## config.mk

```make
export PLATFORM = sky130hd
export DESIGN_NAME = tai_top
export DESIGN_NICKNAME = d
export VERILOG_FILES = /design/src/logic/tai_pkg.sv /design/src/logic/tai_persist.sv /design/src/logic/tai_axil.sv /design/src/logic/tai_top.sv
export SDC_FILE = /design/constraint.sdc
export NUM_CORES = 1
export LEC_CHECK = 0
export BUFFER_PORTS_ARGS = -buffer_cell sky130_fd_sc_hd__clkbuf_2
export CORE_MARGIN = 2
export CORE_UTILIZATION = 52
export CTS_BUF_LIST = sky130_fd_sc_hd__clkbuf_16
export DETAILED_ROUTE_END_ITERATION = 8
export GPL_TIMING_DRIVEN = 0
export PLACE_DENSITY = 0.73
export REMOVE_ABC_BUFFERS = 1
export SETUP_SLACK_MARGIN = 0.02
export SKIP_LAST_GASP = 1
export SYNTH_ARGS = -nofsm -noshare
export SYNTH_HDL_FRONTEND = slang
export SYNTH_SLANG_ARGS = --single-unit
```

## constraint.sdc

```tcl
create_clock -name aclk -period 4.4 [get_ports aclk]
set_clock_uncertainty 0.05 [all_clocks]
set_input_delay 0.44 -clock aclk [delete_from_list [all_inputs] [get_ports aclk]]
set_output_delay 0.44 -clock aclk [all_outputs]
set_load 0.02 [all_outputs]
```

## src/logic/tai_pkg.sv

```systemverilog
`default_nettype none
package tai_pkg;
   // Register byte offsets
   localparam logic [7:0] TAI_OFS_GROUP_EN = 8'h00;
   localparam logic [7:0] TAI_OFS_ALARM_STATUS = 8'h04;
   localparam logic [7:0] TAI_OFS_SRC_EN = 8'h08;
   localparam logic [7:0] TAI_OFS_IRQ_STATUS = 8'h0c;
   localparam logic [7:0] TAI_OFS_IRQ_MASK = 8'h10;
   localparam logic [7:0] TAI_OFS_BLOCK_STATUS = 8'h14;
   localparam logic [7:0] TAI_OFS_OOF_CFG = 8'h18;
   // Group enable bit positions
   localparam int TAI_BIT_SLIP_EN = 2;
   localparam int TAI_BIT_ALARM_EN = 1;
   localparam int TAI_BIT_FRAMER_EN = 0;
   // Alarm status bit positions, and the LCV enable bit in source enable
   localparam int TAI_BIT_OOF = 7;
   localparam int TAI_BIT_AIS = 6;
   localparam int TAI_BIT_YEL = 5;
   localparam int TAI_BIT_LOS = 4;
   localparam int TAI_BIT_LCV = 3;
   localparam int TAI_BIT_LCV_EN = 3;
   // Reset values
   localparam logic [7:0] TAI_RST_GROUP_EN = 8'h00;
   localparam logic [7:0] TAI_RST_SRC_EN = 8'h00;
   localparam logic [7:0] TAI_RST_OOF_CFG = 8'h24;
   // Timing
   localparam int TAI_CLK_HZ = 25000000;
   localparam int TAI_AIS_MS = 42;
   localparam int TAI_YEL_MS = 900;
   localparam int TAI_LOS_BITS = 175;
   localparam int TAI_AIS_CYC = TAI_CLK_HZ / 1000 * TAI_AIS_MS;
   localparam int TAI_YEL_CYC = TAI_CLK_HZ / 1000 * TAI_YEL_MS;
   // Ones density: one in eight bits
   localparam int TAI_DENS_DIV = 8;
   localparam logic [1:0] TAI_RESP_OKAY = 2'h0;
   localparam logic [1:0] TAI_RESP_SLVERR = 2'h2;

   typedef struct packed {
      logic oof;
      logic ais;
      logic rai;
      logic los;
      logic lcv;
      logic bit_en;
      logic bit_data;
   } tai_line_t;

   typedef struct packed {
      logic slip;
      logic alarm;
      logic framer;
   } tai_groups_t;
endpackage : tai_pkg
`default_nettype wire

```

## src/logic/tai_persist.sv

```systemverilog
`timescale 1ns/1ps
`default_nettype none
// Debounce: output follows input after it stays stable for a count; with FAST_CLR a low input clears it at once
module tai_persist
   import tai_pkg::*;
#(
   parameter int SET_CNT = TAI_AIS_CYC,
   parameter int CLR_CNT = TAI_AIS_CYC,
   parameter bit FAST_CLR = 1'b0
)
(
   input wire logic aclk,
   input wire logic aresetn,
   input wire logic tick,
   input wire logic level,
   output logic state
);
   typedef struct packed {
      logic [31:0] cnt;
      logic st;
   } tai_pst_t;

   tai_pst_t cur_ff;
   tai_pst_t nxt_cur;

   always_comb
   begin
      nxt_cur = cur_ff;
      if (FAST_CLR && !level)
      begin
         nxt_cur.st = 1'b0;
         nxt_cur.cnt = '0;
      end
      else if (level == cur_ff.st)
         nxt_cur.cnt = '0;
      else if (tick)
      begin
         if (cur_ff.cnt + 32'h1 >= 32'(cur_ff.st ? CLR_CNT : SET_CNT))
         begin
            nxt_cur.st = level;
            nxt_cur.cnt = '0;
         end
         else
            nxt_cur.cnt = cur_ff.cnt + 32'h1;
      end
   end

   always_ff @(posedge aclk)
   begin
      if (!aresetn)
         cur_ff <= '0;
      else
         cur_ff <= nxt_cur;
   end

   assign state = cur_ff.st;
endmodule : tai_persist
`default_nettype wire

```

## src/logic/tai_axil.sv

```systemverilog
`timescale 1ns/1ps
`default_nettype none
// AXI4-Lite slave front end: one write and one read at a time
module tai_axil
   import tai_pkg::*;
(
   input wire logic aclk,
   input wire logic aresetn,
   input wire logic [7:0] s_axi_awaddr,
   input wire logic s_axi_awvalid,
   output logic s_axi_awready,
   input wire logic [31:0] s_axi_wdata,
   input wire logic [3:0] s_axi_wstrb,
   input wire logic s_axi_wvalid,
   output logic s_axi_wready,
   output logic [1:0] s_axi_bresp,
   output logic s_axi_bvalid,
   input wire logic s_axi_bready,
   input wire logic [7:0] s_axi_araddr,
   input wire logic s_axi_arvalid,
   output logic s_axi_arready,
   output logic [31:0] s_axi_rdata,
   output logic [1:0] s_axi_rresp,
   output logic s_axi_rvalid,
   input wire logic s_axi_rready,
   output logic wr_en,
   output logic [7:0] wr_addr,
   output logic [7:0] wr_data,
   input wire logic wr_ok,
   output logic rd_en,
   output logic [7:0] rd_addr,
   input wire logic [31:0] rd_data,
   input wire logic rd_ok
);
   typedef struct packed {
      logic aw_got;
      logic w_got;
      logic [7:0] awaddr;
      logic [7:0] wdata;
      logic bvalid;
      logic [1:0] bresp;
      logic rvalid;
      logic [1:0] rresp;
      logic [31:0] rdata;
   } tai_ax_t;

   tai_ax_t cur_ff;
   tai_ax_t nxt_cur;

   assign s_axi_awready = !cur_ff.aw_got && !cur_ff.bvalid;
   assign s_axi_wready = !cur_ff.w_got && !cur_ff.bvalid;
   assign s_axi_arready = !cur_ff.rvalid;
   assign wr_en = cur_ff.aw_got && cur_ff.w_got;
   assign wr_addr = cur_ff.awaddr;
   assign wr_data = cur_ff.wdata;
   assign rd_en = s_axi_arvalid && s_axi_arready;
   assign rd_addr = s_axi_araddr;

   always_comb
   begin
      nxt_cur = cur_ff;
      if (s_axi_awvalid && s_axi_awready)
      begin
         nxt_cur.aw_got = 1'b1;
         nxt_cur.awaddr = s_axi_awaddr;
      end
      if (s_axi_wvalid && s_axi_wready)
      begin
         nxt_cur.w_got = 1'b1;
         nxt_cur.wdata = s_axi_wstrb[0] ? s_axi_wdata[7:0] : 8'h00;
      end
      if (wr_en)
      begin
         nxt_cur.aw_got = 1'b0;
         nxt_cur.w_got = 1'b0;
         nxt_cur.bvalid = 1'b1;
         nxt_cur.bresp = wr_ok ? TAI_RESP_OKAY : TAI_RESP_SLVERR;
      end
      if (cur_ff.bvalid && s_axi_bready)
         nxt_cur.bvalid = 1'b0;
      if (rd_en)
      begin
         nxt_cur.rvalid = 1'b1;
         nxt_cur.rdata = rd_data;
         nxt_cur.rresp = rd_ok ? TAI_RESP_OKAY : TAI_RESP_SLVERR;
      end
      else if (cur_ff.rvalid && s_axi_rready)
         nxt_cur.rvalid = 1'b0;
   end

   always_ff @(posedge aclk)
   begin
      if (!aresetn)
         cur_ff <= '0;
      else
         cur_ff <= nxt_cur;
   end

   assign s_axi_bvalid = cur_ff.bvalid;
   assign s_axi_bresp = cur_ff.bresp;
   assign s_axi_rvalid = cur_ff.rvalid;
   assign s_axi_rresp = cur_ff.rresp;
   assign s_axi_rdata = cur_ff.rdata;

   chk_write_answer: assert property (@(posedge aclk) disable iff (!aresetn)
      wr_en |=> s_axi_bvalid)
      else $error("write not answered");
   chk_read_answer: assert property (@(posedge aclk) disable iff (!aresetn)
      rd_en |=> s_axi_rvalid && s_axi_rdata == $past(rd_data))
      else $error("read data not returned");
endmodule : tai_axil
`default_nettype wire

```

## src/logic/tai_top.sv

```systemverilog
`timescale 1ns/1ps
`default_nettype none
module tai_top
   import tai_pkg::*;
#(
   parameter int AIS_CYC = TAI_AIS_CYC,
   parameter int YEL_CYC = TAI_YEL_CYC,
   parameter int LOS_BITS = TAI_LOS_BITS
)
(
   input wire logic aclk,
   input wire logic aresetn,
   input wire logic [7:0] s_axi_awaddr,
   input wire logic s_axi_awvalid,
   output logic s_axi_awready,
   input wire logic [31:0] s_axi_wdata,
   input wire logic [3:0] s_axi_wstrb,
   input wire logic s_axi_wvalid,
   output logic s_axi_wready,
   output logic [1:0] s_axi_bresp,
   output logic s_axi_bvalid,
   input wire logic s_axi_bready,
   input wire logic [7:0] s_axi_araddr,
   input wire logic s_axi_arvalid,
   output logic s_axi_arready,
   output logic [31:0] s_axi_rdata,
   output logic [1:0] s_axi_rresp,
   output logic s_axi_rvalid,
   input wire logic s_axi_rready,
   input wire tai_line_t line_in,
   input wire logic slip_irq_req,
   input wire logic framer_irq_req,
   output logic irq
);
   typedef struct packed {
      logic [7:0] group_en;
      logic [7:0] src_en;
      logic [7:0] oof_cfg;
      logic lcv_flag;
      logic [2:0] irq_sts;
      logic [2:0] irq_msk;
      logic alarm_pend;
      logic [3:0] fe_win_cnt;
      logic [3:0] fe_err_cnt;
      logic oof;
      logic [7:0] los_cnt;
      logic [7:0] ones_cnt;
      logic [7:0] dens_cnt;
      logic los;
      logic irq;
   } tai_st_t;

   tai_st_t cur_ff;
   tai_st_t nxt_cur;
   logic wr_en;
   logic [7:0] wr_addr;
   logic [7:0] wr_data;
   logic wr_ok;
   logic rd_en;
   logic [7:0] rd_addr;
   logic [31:0] rd_data;
   logic rd_ok;
   logic ais_st;
   logic yel_st;
   logic [7:0] alarm_view;
   tai_groups_t grp_req;
   logic [2:0] ev;

   function automatic logic known_addr(input logic [7:0] a);
      return a == TAI_OFS_GROUP_EN || a == TAI_OFS_ALARM_STATUS ||
         a == TAI_OFS_SRC_EN || a == TAI_OFS_IRQ_STATUS ||
         a == TAI_OFS_IRQ_MASK || a == TAI_OFS_BLOCK_STATUS ||
         a == TAI_OFS_OOF_CFG;
   endfunction : known_addr

   tai_axil u_bus (
      .aclk(aclk),
      .aresetn(aresetn),
      .s_axi_awaddr(s_axi_awaddr),
      .s_axi_awvalid(s_axi_awvalid),
      .s_axi_awready(s_axi_awready),
      .s_axi_wdata(s_axi_wdata),
      .s_axi_wstrb(s_axi_wstrb),
      .s_axi_wvalid(s_axi_wvalid),
      .s_axi_wready(s_axi_wready),
      .s_axi_bresp(s_axi_bresp),
      .s_axi_bvalid(s_axi_bvalid),
      .s_axi_bready(s_axi_bready),
      .s_axi_araddr(s_axi_araddr),
      .s_axi_arvalid(s_axi_arvalid),
      .s_axi_arready(s_axi_arready),
      .s_axi_rdata(s_axi_rdata),
      .s_axi_rresp(s_axi_rresp),
      .s_axi_rvalid(s_axi_rvalid),
      .s_axi_rready(s_axi_rready),
      .wr_en(wr_en),
      .wr_addr(wr_addr),
      .wr_data(wr_data),
      .wr_ok(wr_ok),
      .rd_en(rd_en),
      .rd_addr(rd_addr),
      .rd_data(rd_data),
      .rd_ok(rd_ok)
   );

   // AIS needs 42 ms both ways
   tai_persist #(.SET_CNT(AIS_CYC), .CLR_CNT(AIS_CYC), .FAST_CLR(1'b0))
      u_ais (
      .aclk(aclk),
      .aresetn(aresetn),
      .tick(1'b1),
      .level(line_in.ais),
      .state(ais_st)
   );

   // Yellow sets after 900 ms, drops at once
   tai_persist #(.SET_CNT(YEL_CYC), .CLR_CNT(1), .FAST_CLR(1'b1))
      u_yel (
      .aclk(aclk),
      .aresetn(aresetn),
      .tick(1'b1),
      .level(line_in.rai),
      .state(yel_st)
   );

   assign alarm_view = {cur_ff.oof, ais_st, yel_st, cur_ff.los,
      cur_ff.lcv_flag, 3'h0};
   assign wr_ok = known_addr(wr_addr);
   assign rd_ok = known_addr(rd_addr);
   assign grp_req.slip = slip_irq_req &&
      cur_ff.group_en[TAI_BIT_SLIP_EN];
   assign grp_req.alarm = cur_ff.alarm_pend &&
      cur_ff.group_en[TAI_BIT_ALARM_EN];
   assign grp_req.framer = framer_irq_req &&
      cur_ff.group_en[TAI_BIT_FRAMER_EN];
   assign ev = {grp_req.slip, grp_req.alarm, grp_req.framer};

   always_comb
   begin
      rd_data = 32'h0;
      unique case (rd_addr)
         TAI_OFS_GROUP_EN: rd_data[7:0] = cur_ff.group_en;
         TAI_OFS_ALARM_STATUS: rd_data[7:0] = alarm_view;
         TAI_OFS_SRC_EN: rd_data[7:0] = cur_ff.src_en;
         TAI_OFS_IRQ_STATUS: rd_data[2:0] = cur_ff.irq_sts;
         TAI_OFS_IRQ_MASK: rd_data[2:0] = cur_ff.irq_msk;
         TAI_OFS_BLOCK_STATUS: rd_data[2:0] = {slip_irq_req,
            cur_ff.alarm_pend, framer_irq_req};
         TAI_OFS_OOF_CFG: rd_data[7:0] = cur_ff.oof_cfg;
         default: rd_data = 32'h0;
      endcase
   end

   always_comb
   begin
      nxt_cur = cur_ff;
      if (wr_en)
      begin
         unique case (wr_addr)
            TAI_OFS_GROUP_EN: nxt_cur.group_en = wr_data & 8'h07;
            TAI_OFS_SRC_EN: nxt_cur.src_en = wr_data & 8'h08;
            TAI_OFS_IRQ_STATUS: nxt_cur.irq_sts = cur_ff.irq_sts &
               ~wr_data[2:0];
            TAI_OFS_IRQ_MASK: nxt_cur.irq_msk = wr_data[2:0];
            TAI_OFS_OOF_CFG: nxt_cur.oof_cfg = wr_data;
            default: nxt_cur.group_en = cur_ff.group_en;
         endcase
      end
      // Read of alarm status clears flag and pending
      if (rd_en && rd_addr == TAI_OFS_ALARM_STATUS)
      begin
         nxt_cur.lcv_flag = 1'b0;
         nxt_cur.alarm_pend = 1'b0;
      end
      // New violation wins over read clear
      if (line_in.lcv)
      begin
         nxt_cur.lcv_flag = 1'b1;
         if (cur_ff.src_en[TAI_BIT_LCV_EN])
            nxt_cur.alarm_pend = 1'b1;
      end
      // Framing errors: threshold in low nibble, window in high
      if (line_in.bit_en)
      begin
         if (cur_ff.fe_win_cnt + 4'h1 >= cur_ff.oof_cfg[7:4])
         begin
            nxt_cur.fe_win_cnt = 4'h0;
            nxt_cur.fe_err_cnt = 4'h0;
         end
         else
            nxt_cur.fe_win_cnt = cur_ff.fe_win_cnt + 4'h1;
         if (line_in.oof)
         begin
            if (cur_ff.fe_err_cnt + 4'h1 >= cur_ff.oof_cfg[3:0])
            begin
               nxt_cur.oof = 1'b1;
               nxt_cur.fe_err_cnt = 4'h0;
            end
            else
               nxt_cur.fe_err_cnt = cur_ff.fe_err_cnt + 4'h1;
         end
         else if (cur_ff.fe_win_cnt == 4'h0 && cur_ff.fe_err_cnt == 4'h0)
            nxt_cur.oof = 1'b0;
      end
      // Loss of signal per received bit
      if (!line_in.los)
      begin
         nxt_cur.los = 1'b0;
         nxt_cur.los_cnt = 8'h0;
         nxt_cur.ones_cnt = 8'h0;
         nxt_cur.dens_cnt = 8'h0;
      end
      else if (line_in.bit_en)
      begin
         if (cur_ff.los_cnt + 8'h1 >= 8'(LOS_BITS))
            nxt_cur.los = 1'b1;
         else
            nxt_cur.los_cnt = cur_ff.los_cnt + 8'h1;
         nxt_cur.ones_cnt = cur_ff.ones_cnt + 8'(line_in.bit_data);
         if (cur_ff.dens_cnt + 8'h1 >= 8'(LOS_BITS))
         begin
            if (cur_ff.ones_cnt + 8'(line_in.bit_data) >=
               8'(LOS_BITS / TAI_DENS_DIV))
            begin
               nxt_cur.los = 1'b0;
               nxt_cur.los_cnt = 8'h0;
            end
            nxt_cur.dens_cnt = 8'h0;
            nxt_cur.ones_cnt = 8'h0;
         end
         else
            nxt_cur.dens_cnt = cur_ff.dens_cnt + 8'h1;
      end
      nxt_cur.irq_sts = nxt_cur.irq_sts | ev;
      nxt_cur.irq = |(cur_ff.irq_sts & cur_ff.irq_msk) ||
         |ev;
   end

   always_ff @(posedge aclk)
   begin
      if (!aresetn)
      begin
         cur_ff <= '0;
         cur_ff.group_en <= TAI_RST_GROUP_EN;
         cur_ff.src_en <= TAI_RST_SRC_EN;
         cur_ff.oof_cfg <= TAI_RST_OOF_CFG;
      end
      else
         cur_ff <= nxt_cur;
   end

   assign irq = cur_ff.irq;

   chk_slip_gate: assert property (
      @(posedge aclk) disable iff (!aresetn)
      !cur_ff.group_en[TAI_BIT_SLIP_EN] &&
      !cur_ff.irq_sts[TAI_BIT_SLIP_EN] |=>
      !cur_ff.irq_sts[TAI_BIT_SLIP_EN])
      else $error("slip passes disabled group");
   chk_alarm_gate: assert property (
      @(posedge aclk) disable iff (!aresetn)
      !cur_ff.group_en[TAI_BIT_ALARM_EN] &&
      !cur_ff.irq_sts[TAI_BIT_ALARM_EN] |=>
      !cur_ff.irq_sts[TAI_BIT_ALARM_EN])
      else $error("alarm passes disabled group");
   chk_framer_gate: assert property (
      @(posedge aclk) disable iff (!aresetn)
      !cur_ff.group_en[TAI_BIT_FRAMER_EN] &&
      !cur_ff.irq_sts[TAI_BIT_FRAMER_EN] |=>
      !cur_ff.irq_sts[TAI_BIT_FRAMER_EN])
      else $error("framer passes disabled group");
   chk_lcv_sticky: assert property (
      @(posedge aclk) disable iff (!aresetn)
      line_in.lcv
      |=> cur_ff.lcv_flag)
      else $error("violation flag not set");
   chk_lcv_gate: assert property (
      @(posedge aclk) disable iff (!aresetn)
      !cur_ff.alarm_pend && !cur_ff.src_en[TAI_BIT_LCV_EN]
      |=> !cur_ff.alarm_pend)
      else $error("pending without enable");
   chk_pend_clear: assert property (
      @(posedge aclk) disable iff (!aresetn)
      rd_en && rd_addr == TAI_OFS_ALARM_STATUS && !line_in.lcv
      |=> !cur_ff.alarm_pend)
      else $error("pending not cleared by read");
   chk_yel_drop: assert property (
      @(posedge aclk) disable iff (!aresetn)
      !line_in.rai
      |=> !yel_st)
      else $error("yellow not cleared at once");
   chk_los_clear: assert property (
      @(posedge aclk) disable iff (!aresetn)
      !line_in.los
      |=> !cur_ff.los)
      else $error("loss not cleared");
   chk_los_cause: assert property (
      @(posedge aclk) disable iff (!aresetn)
      !cur_ff.los && !(line_in.los && line_in.bit_en)
      |=> !cur_ff.los)
      else $error("loss declared without a lost bit");
   chk_oof_cause: assert property (
      @(posedge aclk) disable iff (!aresetn)
      !cur_ff.oof && !(line_in.oof && line_in.bit_en)
      |=> !cur_ff.oof)
      else $error("out of frame without framing error");
   chk_irq_cause: assert property (
      @(posedge aclk) disable iff (!aresetn)
      !(|ev) && !(|(cur_ff.irq_sts & cur_ff.irq_msk))
      |=> !irq)
      else $error("interrupt without enabled cause");
   chk_irq_follow: assert property (
      @(posedge aclk) disable iff (!aresetn)
      |ev
      |=> irq)
      else $error("interrupt not raised");
endmodule : tai_top
`default_nettype wire

```

==> results.txt, run 1 <==
Req. time, crit path -> 4670 ps
Max stage delay on crit path -> 620 ps
Die Width -> 128 um
post-synthesis cell count -> 972
Worst Tran Pin Value -> 1130 ps
crit path kind -> flop to flop
PwrDens -> 342 nW/um^2
unrepaired setup endpoints after global routing -> false
Sw Pwr -> 778 uW
worst-path cell chain -> ha_1 > nand2_1 > nor2_1 > and2_1 > nand3_1 > xnor2_1 > ha_1 > nand3_1 > or4b_2 > nor3_1 > a211oi_2 > o211ai_2 > nor4_4 > buf_4 > and3_1
mapped cell area -> 8040 sq um
Final Util -> 58.6%
Max Cap Violations -> 0
H-tree levels -> 4
outcome -> complete, no violations
Final setup viols -> 0
total power -> 3040 uW
most used flip-flop cell after synthesis -> dfxtp_1
Worst EP arrival -> 4330 ps
drt drc -> 0
fmax -> 246 MHz
Clock power frac -> 46.3%
clk sinks -> 151
Net Sw Frac -> 25.6%
Reg power frac -> 47.2%
combinational cell fraction of total power -> 6.6%
diode count -> 0
DP Area -> 8290 sq um
post-detail-place hpwl -> 11,600 um
FP Rows -> 45
Post-synth ARST share -> 0%
io pins -> 110
CP endpoint kind -> flop
Vias -> 6,860
layout cells sized above 1 -> 11.1%
Die H -> 128 um
HP Class -> input pin to flop
placed cell count -> 1,186
clock transition at the registers of the reported paths -> 60 ps
Final Slew Violations -> 0
final period utilization -> 92.4%
overall routing resource usage -> 21.1%
number of routed nets with antenna violations -> 0
Crit path buffers/inverters -> 1
TritonCTS clock tree -> done
initial core utilization -> 53.1%
Sum Neg Setup Slack -> 0 ps
CTS Buffer Depth -> 2
GPL Wtd Cong -> 0.816
Worst path slowest cell -> or4b_2
vias in the first global route -> 6,288
Finished Layout Cells -> 1,220
vias per cell -> 5.62
register area share after synthesis -> 37.6%
Nets -> 1,119
Syn. warnings -> 0
CP Launch Type -> flop
Min Clock Period, post-route -> 4060 ps
DR WL/cell -> 13.7 um
First-pass DRT Iterations -> 5
Slew headroom -> 23.9%
VDD IR max -> 0.000286 V
largest net degree at the start of global routing -> 56
grt total ovfl -> 0
Area Growth Syn to Fin -> 10.4%
initial antenna violation count -> 0
# port buffers -> 56
Core Region -> 15,100 sq um
Final Cell Area -> 8880 sq um
#FFs+latches synth -> 151
crit path max fanout -> 14
Distinct cells, synth -> 80
leakage -> 0.00350 uW
P_int -> 2260 uW
cell family with most CP delay -> simple AND/OR/NAND/NOR gates
Post-synth EDFFs -> 0
clk_lat worst skew -> 430 ps
area of the die -> 16,500 sq um
first-pass GRT wire length -> 28,600 um
final WL -> 16,700 um
Iter 0 DRT Violations -> 396
Num CTS Buffers -> 17
syn avg cell area -> 8.28 sq um
Final Hold Vio Count -> 0
CTS Root Cell -> clkbuf_16
[what timing repair did]
action	4_1_cts	5_1_grt
cloned	0	0
endpoints found under the setup margin	8	24
gates resized for setup	0	2
endpoints found under the hold margin	0	0
buffers inserted	2	0
pin swaps	1	0
hold buffers	0	0
[metrics by stage]
stage | setup WS, ps | hold WS, ps
global placement | -21.8 | 390
detailed placement | -29.6 | 398
CTS | 120 | 129
global route | 23.5 | 145
finish | 335 | 140
floorplan | 970 | 382
[cell usage in the layout, fill, tap and decap left out, types with 32 or more instances in the layout]
cell        n
dfxtp_1   151
nor2_1    109
nand2_1    90
nand3_1    62
a21oi_1    60
clkbuf_2   56
conb_1     44
and3_1     40
o21ai_0    37
xnor2_1    36
ha_1       32
[power by group through the flow]
stage | Clock (uW) | Combinational [uW] | Sequential (uW)
after floorplan | 0 | 127 | 1460
after global placement | 0 | 196 | 1460
after detailed placement | 0 | 199 | 1460
after CTS | 1430 | 201 | 1430
after global routing | 1490 | 226 | 1440
final | 1400 | 200 | 1430
[synth_stat cells (all sizes together) (4+ instances only)]
cell	instances	share of area (%)
nor2b	4	0.31
nor4	11	1.2
nand3b	4	0.37
mux2	4	0.56
nor2	109	5.1
o31ai	7	0.65
a31oi	7	0.54
and3	40	3.1
a21boi	4	0.37
nand2b	7	0.54
a221oi	7	0.76
o21ai	42	2.7
a32oi	4	0.44
a21o	4	0.37
or3	6	0.47
clkbuf	26	1.2
ha	32	5.0
or4	5	0.47
xnor2	36	3.9
mux2i	20	2.5
nand3	63	4.0
nand2	91	4.3
nor3b	12	1.1
a21oi	60	3.7
dfxtp	151	38
xor2	16	1.7
a211oi	10	1.0
and2	12	0.93
nor3	27	1.7
nand4	14	1.4
buf	47	4.1
inv	24	1.1
o211ai	9	0.90
a22oi	8	0.75
[flip-flops by register name, indices dropped and copies added (netlist names)]
register / flops
u_ais.cur_ff: 32
alarm_view: 3
u_yel.cur_ff: 32
irq: 1
u_bus.s_axi_rresp: 1
u_bus.cur_ff: 2
u_ais.state: 1
u_bus.s_axi_rdata: 8
cur_ff: 51
u_bus.s_axi_bresp: 1
u_bus.s_axi_bvalid: 1
u_bus.s_axi_rvalid: 1
u_yel.state: 1
u_bus.wr_data: 8
u_bus.wr_addr: 8
[final timing paths]
kind | startpoint | endpoint | slack (ps) | cells past startpoint
max reg2reg | u_yel.cur_ff[1] | u_yel.cur_ff[2] | 340 | 15
min | s_axi_rready | u_bus.s_axi_rvalid | 140 | 2
min reg2reg | u_bus.wr_addr[5] | u_bus.wr_addr[5] | 410 | 2
max | u_yel.cur_ff[1] | u_yel.cur_ff[2] | 340 | 15
[cell families (layout without fill, tap and decap cells)]
logic type | count (synthesis) | in the layout | synth area share (%)
AND/OR/NAND/NOR | 421 | 421 | 26.7
AO/OA/AOI/OAI | 193 | 193 | 15.5
flip-flops | 151 | 151 | 37.6
buffers and inverters | 98 | 115 | 6.50
XOR/XNOR | 52 | 52 | 5.66
adder cells (fa/ha/maj) | 32 | 32 | 4.98
multiplexers | 24 | 24 | 3.05
other | 1 | 44 | 0.0466
[area by class of cell]
| type | instances | area (sq um) |
|---|---|---|
| Fill cell | 1406 | 6260 |
| Multi-Input combinational cell | 766 | 4670 |
| Sequential cell | 151 | 3020 |
| Clock buffer | 17 | 425 |
| Timing Repair Buffer | 58 | 295 |
| Tap cell | 188 | 235 |
| Clock inverter | 15 | 141 |
| Inverter | 25 | 93.8 |
[routing by layer]
metal  GRT usage (%)  vias to the layer above  wire (um)
li1                -                     3517          -
met5               0                        -          0
met2            35.0                       97       7840
met1            27.1                     3219       8000
met4            7.56                        0        287
met3            4.62                       27        581
No activity file was read; power rests on OpenSTA's default activity.
==> run 2: changes to the inputs <==
Settings changed: CORE_ASPECT_RATIO set to 2, CTS_BUF_LIST sky130_fd_sc_hd__clkbuf_16 to not set.
==> results.txt, run 2 (synthesis gave the netlist of run 1 again) <==
outcome -> complete, no violations
Max stage delay on crit path -> 620 ps
final period utilization -> 92.6%
Req. time, crit path -> 4660 ps
Crit path buffers/inverters -> 1
Largest regs -> cur_ff (51), u_ais.cur_ff (32), u_yel.cur_ff (32)
overall routing resource usage -> 22.1%
clk_lat worst skew -> 430 ps
Slew headroom -> 25.7%
worst-path cell chain -> ha_1 > nand2_1 > nor2_2 > and2_1 > nand3_1 > xnor2_1 > ha_1 > nand3_1 > or4b_2 > nor3_1 > a211oi_2 > o211ai_2 > nor4_4 > buf_4 > and3_1
Largest Register -> cur_ff
Min Clock Period, post-route -> 4070 ps
Reg power frac -> 45.3%
drt drc -> 0
grt total ovfl -> 0
placed cell count -> 1,196
CP endpoint kind -> flop
Filler cells -> 1,407
TritonCTS clock tree -> done
initial core utilization -> 52.9%
Iter 0 DRT Violations -> 259
layout cells sized above 1 -> 11.1%
largest net degree at the start of global routing -> 56
CTS Buffer Depth -> 2
VDD IR max -> 0.000283 V
first-pass GRT wire length -> 30,500 um
FP Rows -> 64
Nets -> 1,119
HP Class -> input pin to flop
Finished Layout Cells -> 1,229
vias per cell -> 5.67
most frequent cells in the layout -> 151 x dfxtp_1, 108 x nor2_1, 90 x nand2_1
CTS Root Cell -> clkbuf_16
Final Slew Violations -> 0
max reg flops -> 51
PwrDens -> 354 nW/um^2
vias in the first global route -> 6,829
fmax -> 245 MHz
DP Area -> 8300 sq um
crit path kind -> flop to flop
Final Hold Vio Count -> 0
DR WL/cell -> 14.5 um
Vias -> 6,967
Net Sw Frac -> 23.2%
commonest non-fill, non-tap cell in the layout -> dfxtp_1
post-detail-place hpwl -> 13,000 um
cell family with most CP delay -> simple AND/OR/NAND/NOR gates
Die Width -> 91.9 um
leakage -> 0.00353 uW
combinational cell fraction of total power -> 6.4%
Worst EP arrival -> 4340 ps
Core Region -> 15,200 sq um
CTS Hold Bufs -> 0
Final setup viols -> 0
Sw Pwr -> 735 uW
Worst path slowest cell -> or4b_2
Final Cell Area -> 8940 sq um
Worst Tran Pin Value -> 1110 ps
H-tree levels -> 4
clk sinks -> 151
unrepaired setup endpoints after global routing -> false
Num CTS Buffers -> 17
P_int -> 2430 uW
CP Launch Type -> flop
First-pass DRT Iterations -> 4
# port buffers -> 56
number of routed nets with antenna violations -> 0
initial antenna violation count -> 0
diode count -> 0
crit path max fanout -> 10
final WL -> 17,800 um
clock transition at the registers of the reported paths -> 60 ps
GPL Wtd Cong -> 0.860
Area Growth Syn to Fin -> 11.2%
io pins -> 110
Die H -> 180 um
area of the die -> 16,500 sq um
Clock power frac -> 48.4%
Max Cap Violations -> 0
[run 2: cell types whose count changed in the layout (fill, tap and decap cells not counted), sizes merged]
cell	before	now
clkinvlp	4	3
inv	31	25
bufinv	1	4
clkbuf	73	75
clkinv	4	5
[run 2: path summary, 6_finish.rpt]
kind | slack (ps) | depth (start not counted) | end | from
min | 190 | 3 | u_bus.wr_addr[6] | s_axi_awaddr[6]
max | 330 | 15 | u_yel.cur_ff[17] | u_yel.cur_ff[1]
max reg2reg | 330 | 15 | u_yel.cur_ff[17] | u_yel.cur_ff[1]
min reg2reg | 400 | 2 | u_bus.wr_data[4] | u_bus.wr_data[4]
[run 2: area by class of cell]
| cell class | count | area [sq um] | area share, % |
|---|---|---|---|
| well taps | 198 | 248 | 2.77 |
| clock inverters | 12 | 175 | 1.96 |
| inverters | 25 | 93.8 | 1.05 |
| multi-input cells | 766 | 4670 | 52.2 |
| clock buffers | 19 | 443 | 4.95 |
| repair buffers | 58 | 295 | 3.30 |
| flip-flops and latches | 151 | 3020 | 33.8 |
[run 2: per-stage QoR]
stage | setup WS (ps) | hold slack, ps | setup TNS [ps] | total power [uW] | util [%]
finish | 325 | 186 | 0 | 3160 | 58.8
global route | 28.8 | 188 | 0 | 3270 | 58.8
CTS | 21.8 | 171 | 0 | 3190 | 58.7
detailed placement | -112 | 396 | -321 | 1660 | 54.6
global placement | -50.0 | 391 | -113 | 1660 | 54.6
floorplan | 970 | 382 | 0 | 1590 | -
[run 2: worst min-delay path, delay by kind of cell]
kind | cells | cell delay, ps
AND/OR/NAND/NOR | 1 | 40
AO/OA/AOI/OAI | 1 | 50
buffers and inverters | 1 | 80
[run 2: what timing repair did]
item                                    4_1_cts  5_1_grt
gates cloned                                  0        0
pin swaps                                     1        0
setup buffers                                 2        0
resized for setup                             0        2
endpoints found under the setup margin        8       23
[run 2: power groups by stage]
stage | clock, uW | sequential, uW | combinational (uW)
finish | 1530 | 1430 | 202
global route | 1610 | 1440 | 226
CTS | 1550 | 1430 | 203
detailed placement | 0 | 1460 | 202
global placement | 0 | 1460 | 199
floorplan | 0 | 1460 | 127
[run 2: per-layer routing]
| metal | global-route usage (%) | vias up | share of wire, % |
|---|---|---|---|
| li1 | - | 3511 | - |
| met2 | 42.6 | 125 | 56 |
| met5 | 0 | - | 0 |
| met3 | 3.23 | 33 | 2.5 |
| met4 | 10.2 | 0 | 2.4 |
| met1 | 22.8 | 3298 | 39 |
==> run 3: changes to the inputs <==
Settings changed: ABC_AREA set to 1, MAX_ROUTING_LAYER set to met4, PLACE_DENSITY 0.73 to 0.72, SYNTH_HIERARCHICAL set to 1.
==> results.txt, run 3 <==
outcome -> complete, no violations
vias per cell -> 5.23
crit path max fanout -> 26
Sw Pwr -> 934 uW
diode count -> 0
hold slack -> 184 ps
syn avg cell area -> 6.75 sq um
vias in the first global route -> 9,808
Max Cap Violations -> 0
final WL -> 25,700 um
Final Hold Vio Count -> 0
Area Growth Syn to Fin -> 5.09%
Nets -> 1,758
Reg power frac -> 46.7%
VDD IR max -> 0.000332 V
most instantiated cells after synthesis -> 412 x nand2_1, 227 x nor2_1, 175 x dfxtp_1, 148 x inv_1, 113 x a21oi_1
Synth area leader -> dfxtp_1
CTS Buffer Depth -> 2
largest net degree at the start of global routing -> 79
synth top area cells -> dfxtp_1 31%, nand2_1 14%, nor2_1 7.7%, a21oi_1 5.1%, nand3_1 5.0%
Req. time, crit path -> 4650 ps
#FFs+latches synth -> 175
initial core utilization -> 53.0%
overall routing resource usage -> 24.2%
Distinct cells, synth -> 56
Iter 0 DRT Violations -> 331
leakage -> 0.00492 uW
Final Slew Violations -> 0
layout cells sized above 1 -> 12.7%
area share of the largest cell type after synthesis -> 31.5%
FP Rows -> 75
# resized after CTS -> 0
Num CTS Buffers -> 17
Post-synth ARST share -> 0%
final period utilization -> 90.3%
crit path kind -> flop to flop
clk_lat worst skew -> 440 ps
Max stage delay on crit path -> 580 ps
post-detail-place hpwl -> 18,800 um
Net Sw Frac -> 25.9%
commonest non-fill, non-tap cell in the layout -> nand2_1
most used flip-flop cell after synthesis -> dfxtp_1
register area share after synthesis -> 31.5%
unrepaired setup endpoints after global routing -> false
first-pass GRT wire length -> 43,400 um
Die H -> 211 um
max reg flops -> 51
mapped cell area -> 11,100 sq um
grt total ovfl -> 0
PwrDens -> 308 nW/um^2
Slew headroom -> 26.4%
clock transition at the registers of the reported paths -> 70 ps
Largest Register -> cur_ff
CP Launch Type -> flop
HP Class -> input pin to flop
CTS Root Cell -> clkbuf_16
drt drc -> 0
Post-synth EDFFs -> 0
fmax -> 252 MHz
CP endpoint kind -> flop
Min Clock Period, post-route -> 3970 ps
Core Region -> 21,000 sq um
GPL Wtd Cong -> 0.924
DR WL/cell -> 13.2 um
Worst Tran Pin Value -> 1100 ps
CTS Hold Bufs -> 0
P_int -> 2670 uW
Worst EP arrival -> 4220 ps
initial antenna violation count -> 0
setup bufs post-CTS -> 0
clk sinks -> 175
Die Width -> 107 um
TritonCTS clock tree -> done
Final setup viols -> 0
Clock power frac -> 43.5%
area of the die -> 22,700 sq um
number of routed nets with antenna violations -> 0
post-synthesis cell count -> 1,649
io pins -> 110
# port buffers -> 80
worst-path cell chain -> ha_1 > nand3_2 > nor2_1 > nand2_1 > inv_2 > nand2_1 > inv_1 > nand2_1 > nor3_1 > xor2_1 > inv_1 > ha_1 > nand3_1 > inv_1 > nand3_1 > nor2_1 > nand3_2 > nand3_1 > a21oi_1
H-tree levels -> 4
most frequent cells in the layout -> 412 x nand2_1, 227 x nor2_1, 175 x dfxtp_1
combinational cell fraction of total power -> 9.8%
Vias -> 10.1k
Syn. warnings -> 6
First-pass DRT Iterations -> 5
most common cell in the netlist -> nand2_1
Worst path slowest cell -> nand3_2
Sum Neg Setup Slack -> 0 ps
run 3: changes by cell type after synthesis, moves of 20 or more:
cell      before  now
nand2_1       90  412
inv_1         23  148
nor2_1       109  227
a21oi_1       60  113
nand3_1       62  112
and3_1        40    2
buf_4         37   67
o21ai_0       37   66
dfxtp_1      151  175
nand2_2        1   23
xnor2_1       36   14
nand3_2        1   22
mux2i_1       20    0
nand3b_1       4   24
run 3: layout make-up:
type,count,area (sq um)
fillers,2079,9320
repair buffers,81,420
flip-flops and latches,175,3500
well taps,269,337
inverters,155,582
multi-input cells,1228,6260
clock inverters,12,158
clock buffers,20,447
run 3: logic make-up (layout without fill, tap and decap cells):
| logic type | after synthesis | after routing | share of synthesized area (%) |
|---|---|---|---|
| and+or+nand+nor | 919 | 919 | 38.0 |
| buffers and inverters | 271 | 268 | 13.2 |
| AOI/OAI and AO/OA | 214 | 214 | 10.8 |
| DFF | 175 | 175 | 31.5 |
| xor gates and xnor gates | 35 | 35 | 2.82 |
| adders and majority gates | 32 | 32 | 3.60 |
| other | 3 | 28 | 0.101 |
run 3: through the flow:
step                      total power [uW]  area (sq um)  setup WS (ps)  util [%]  cells
final                                 3600         11700            428      55.7   1940
after floorplan                       1940         10300           1290         -   1558
after global placement                2060         11100            463      52.7   1907
after CTS                             3640         11700            384      55.6   1939
after detailed placement              2070         11100            392      52.7   1907
after global routing                  3760         11700           94.9      55.7   1940
run 3: critical path: cells and delay by family, from the launching register on:
kind,cells,cell delay [ps]
DFF,1,510
and+or+nand+nor,11,2130
AOI/OAI and AO/OA,1,90
xor gates and xnor gates,1,220
adders and majority gates,2,540
buffers and inverters,4,300
run 3: power by group through the flow:
| stage | Combinational [uW] | Clock, uW | Sequential, uW |
|---|---|---|---|
| 2_1_floorplan | 202 | 0 | 1740 |
| 3_3_place_gp | 342 | 0 | 1720 |
| 3_5_place_dp | 350 | 0 | 1720 |
| 4_1_cts | 351 | 1610 | 1680 |
| 5_1_grt | 402 | 1670 | 1690 |
| 6_report | 355 | 1570 | 1680 |
run 3: per-layer routing:
layer  vias up  track usage, %  part of all wire (%)
li1       5215               -                     -
met1      4627            23.3                    38
met2       216            44.5                    54
met3        81            4.69                   3.6
met4         0            13.3                   4.8
met5         -               -                     0
run 3: final timing paths:
kind	startpoint	to	slack, ps	cells past startpoint
max reg2reg	u_yel/cur_ff[1]	u_yel/cur_ff[23]	430	19
min reg2reg	u_bus/s_axi_rdata[7]	u_bus/s_axi_rdata[7]	430	2
min	s_axi_bready	u_bus/s_axi_bvalid	180	4
max	u_yel/cur_ff[1]	u_yel/cur_ff[23]	430	19
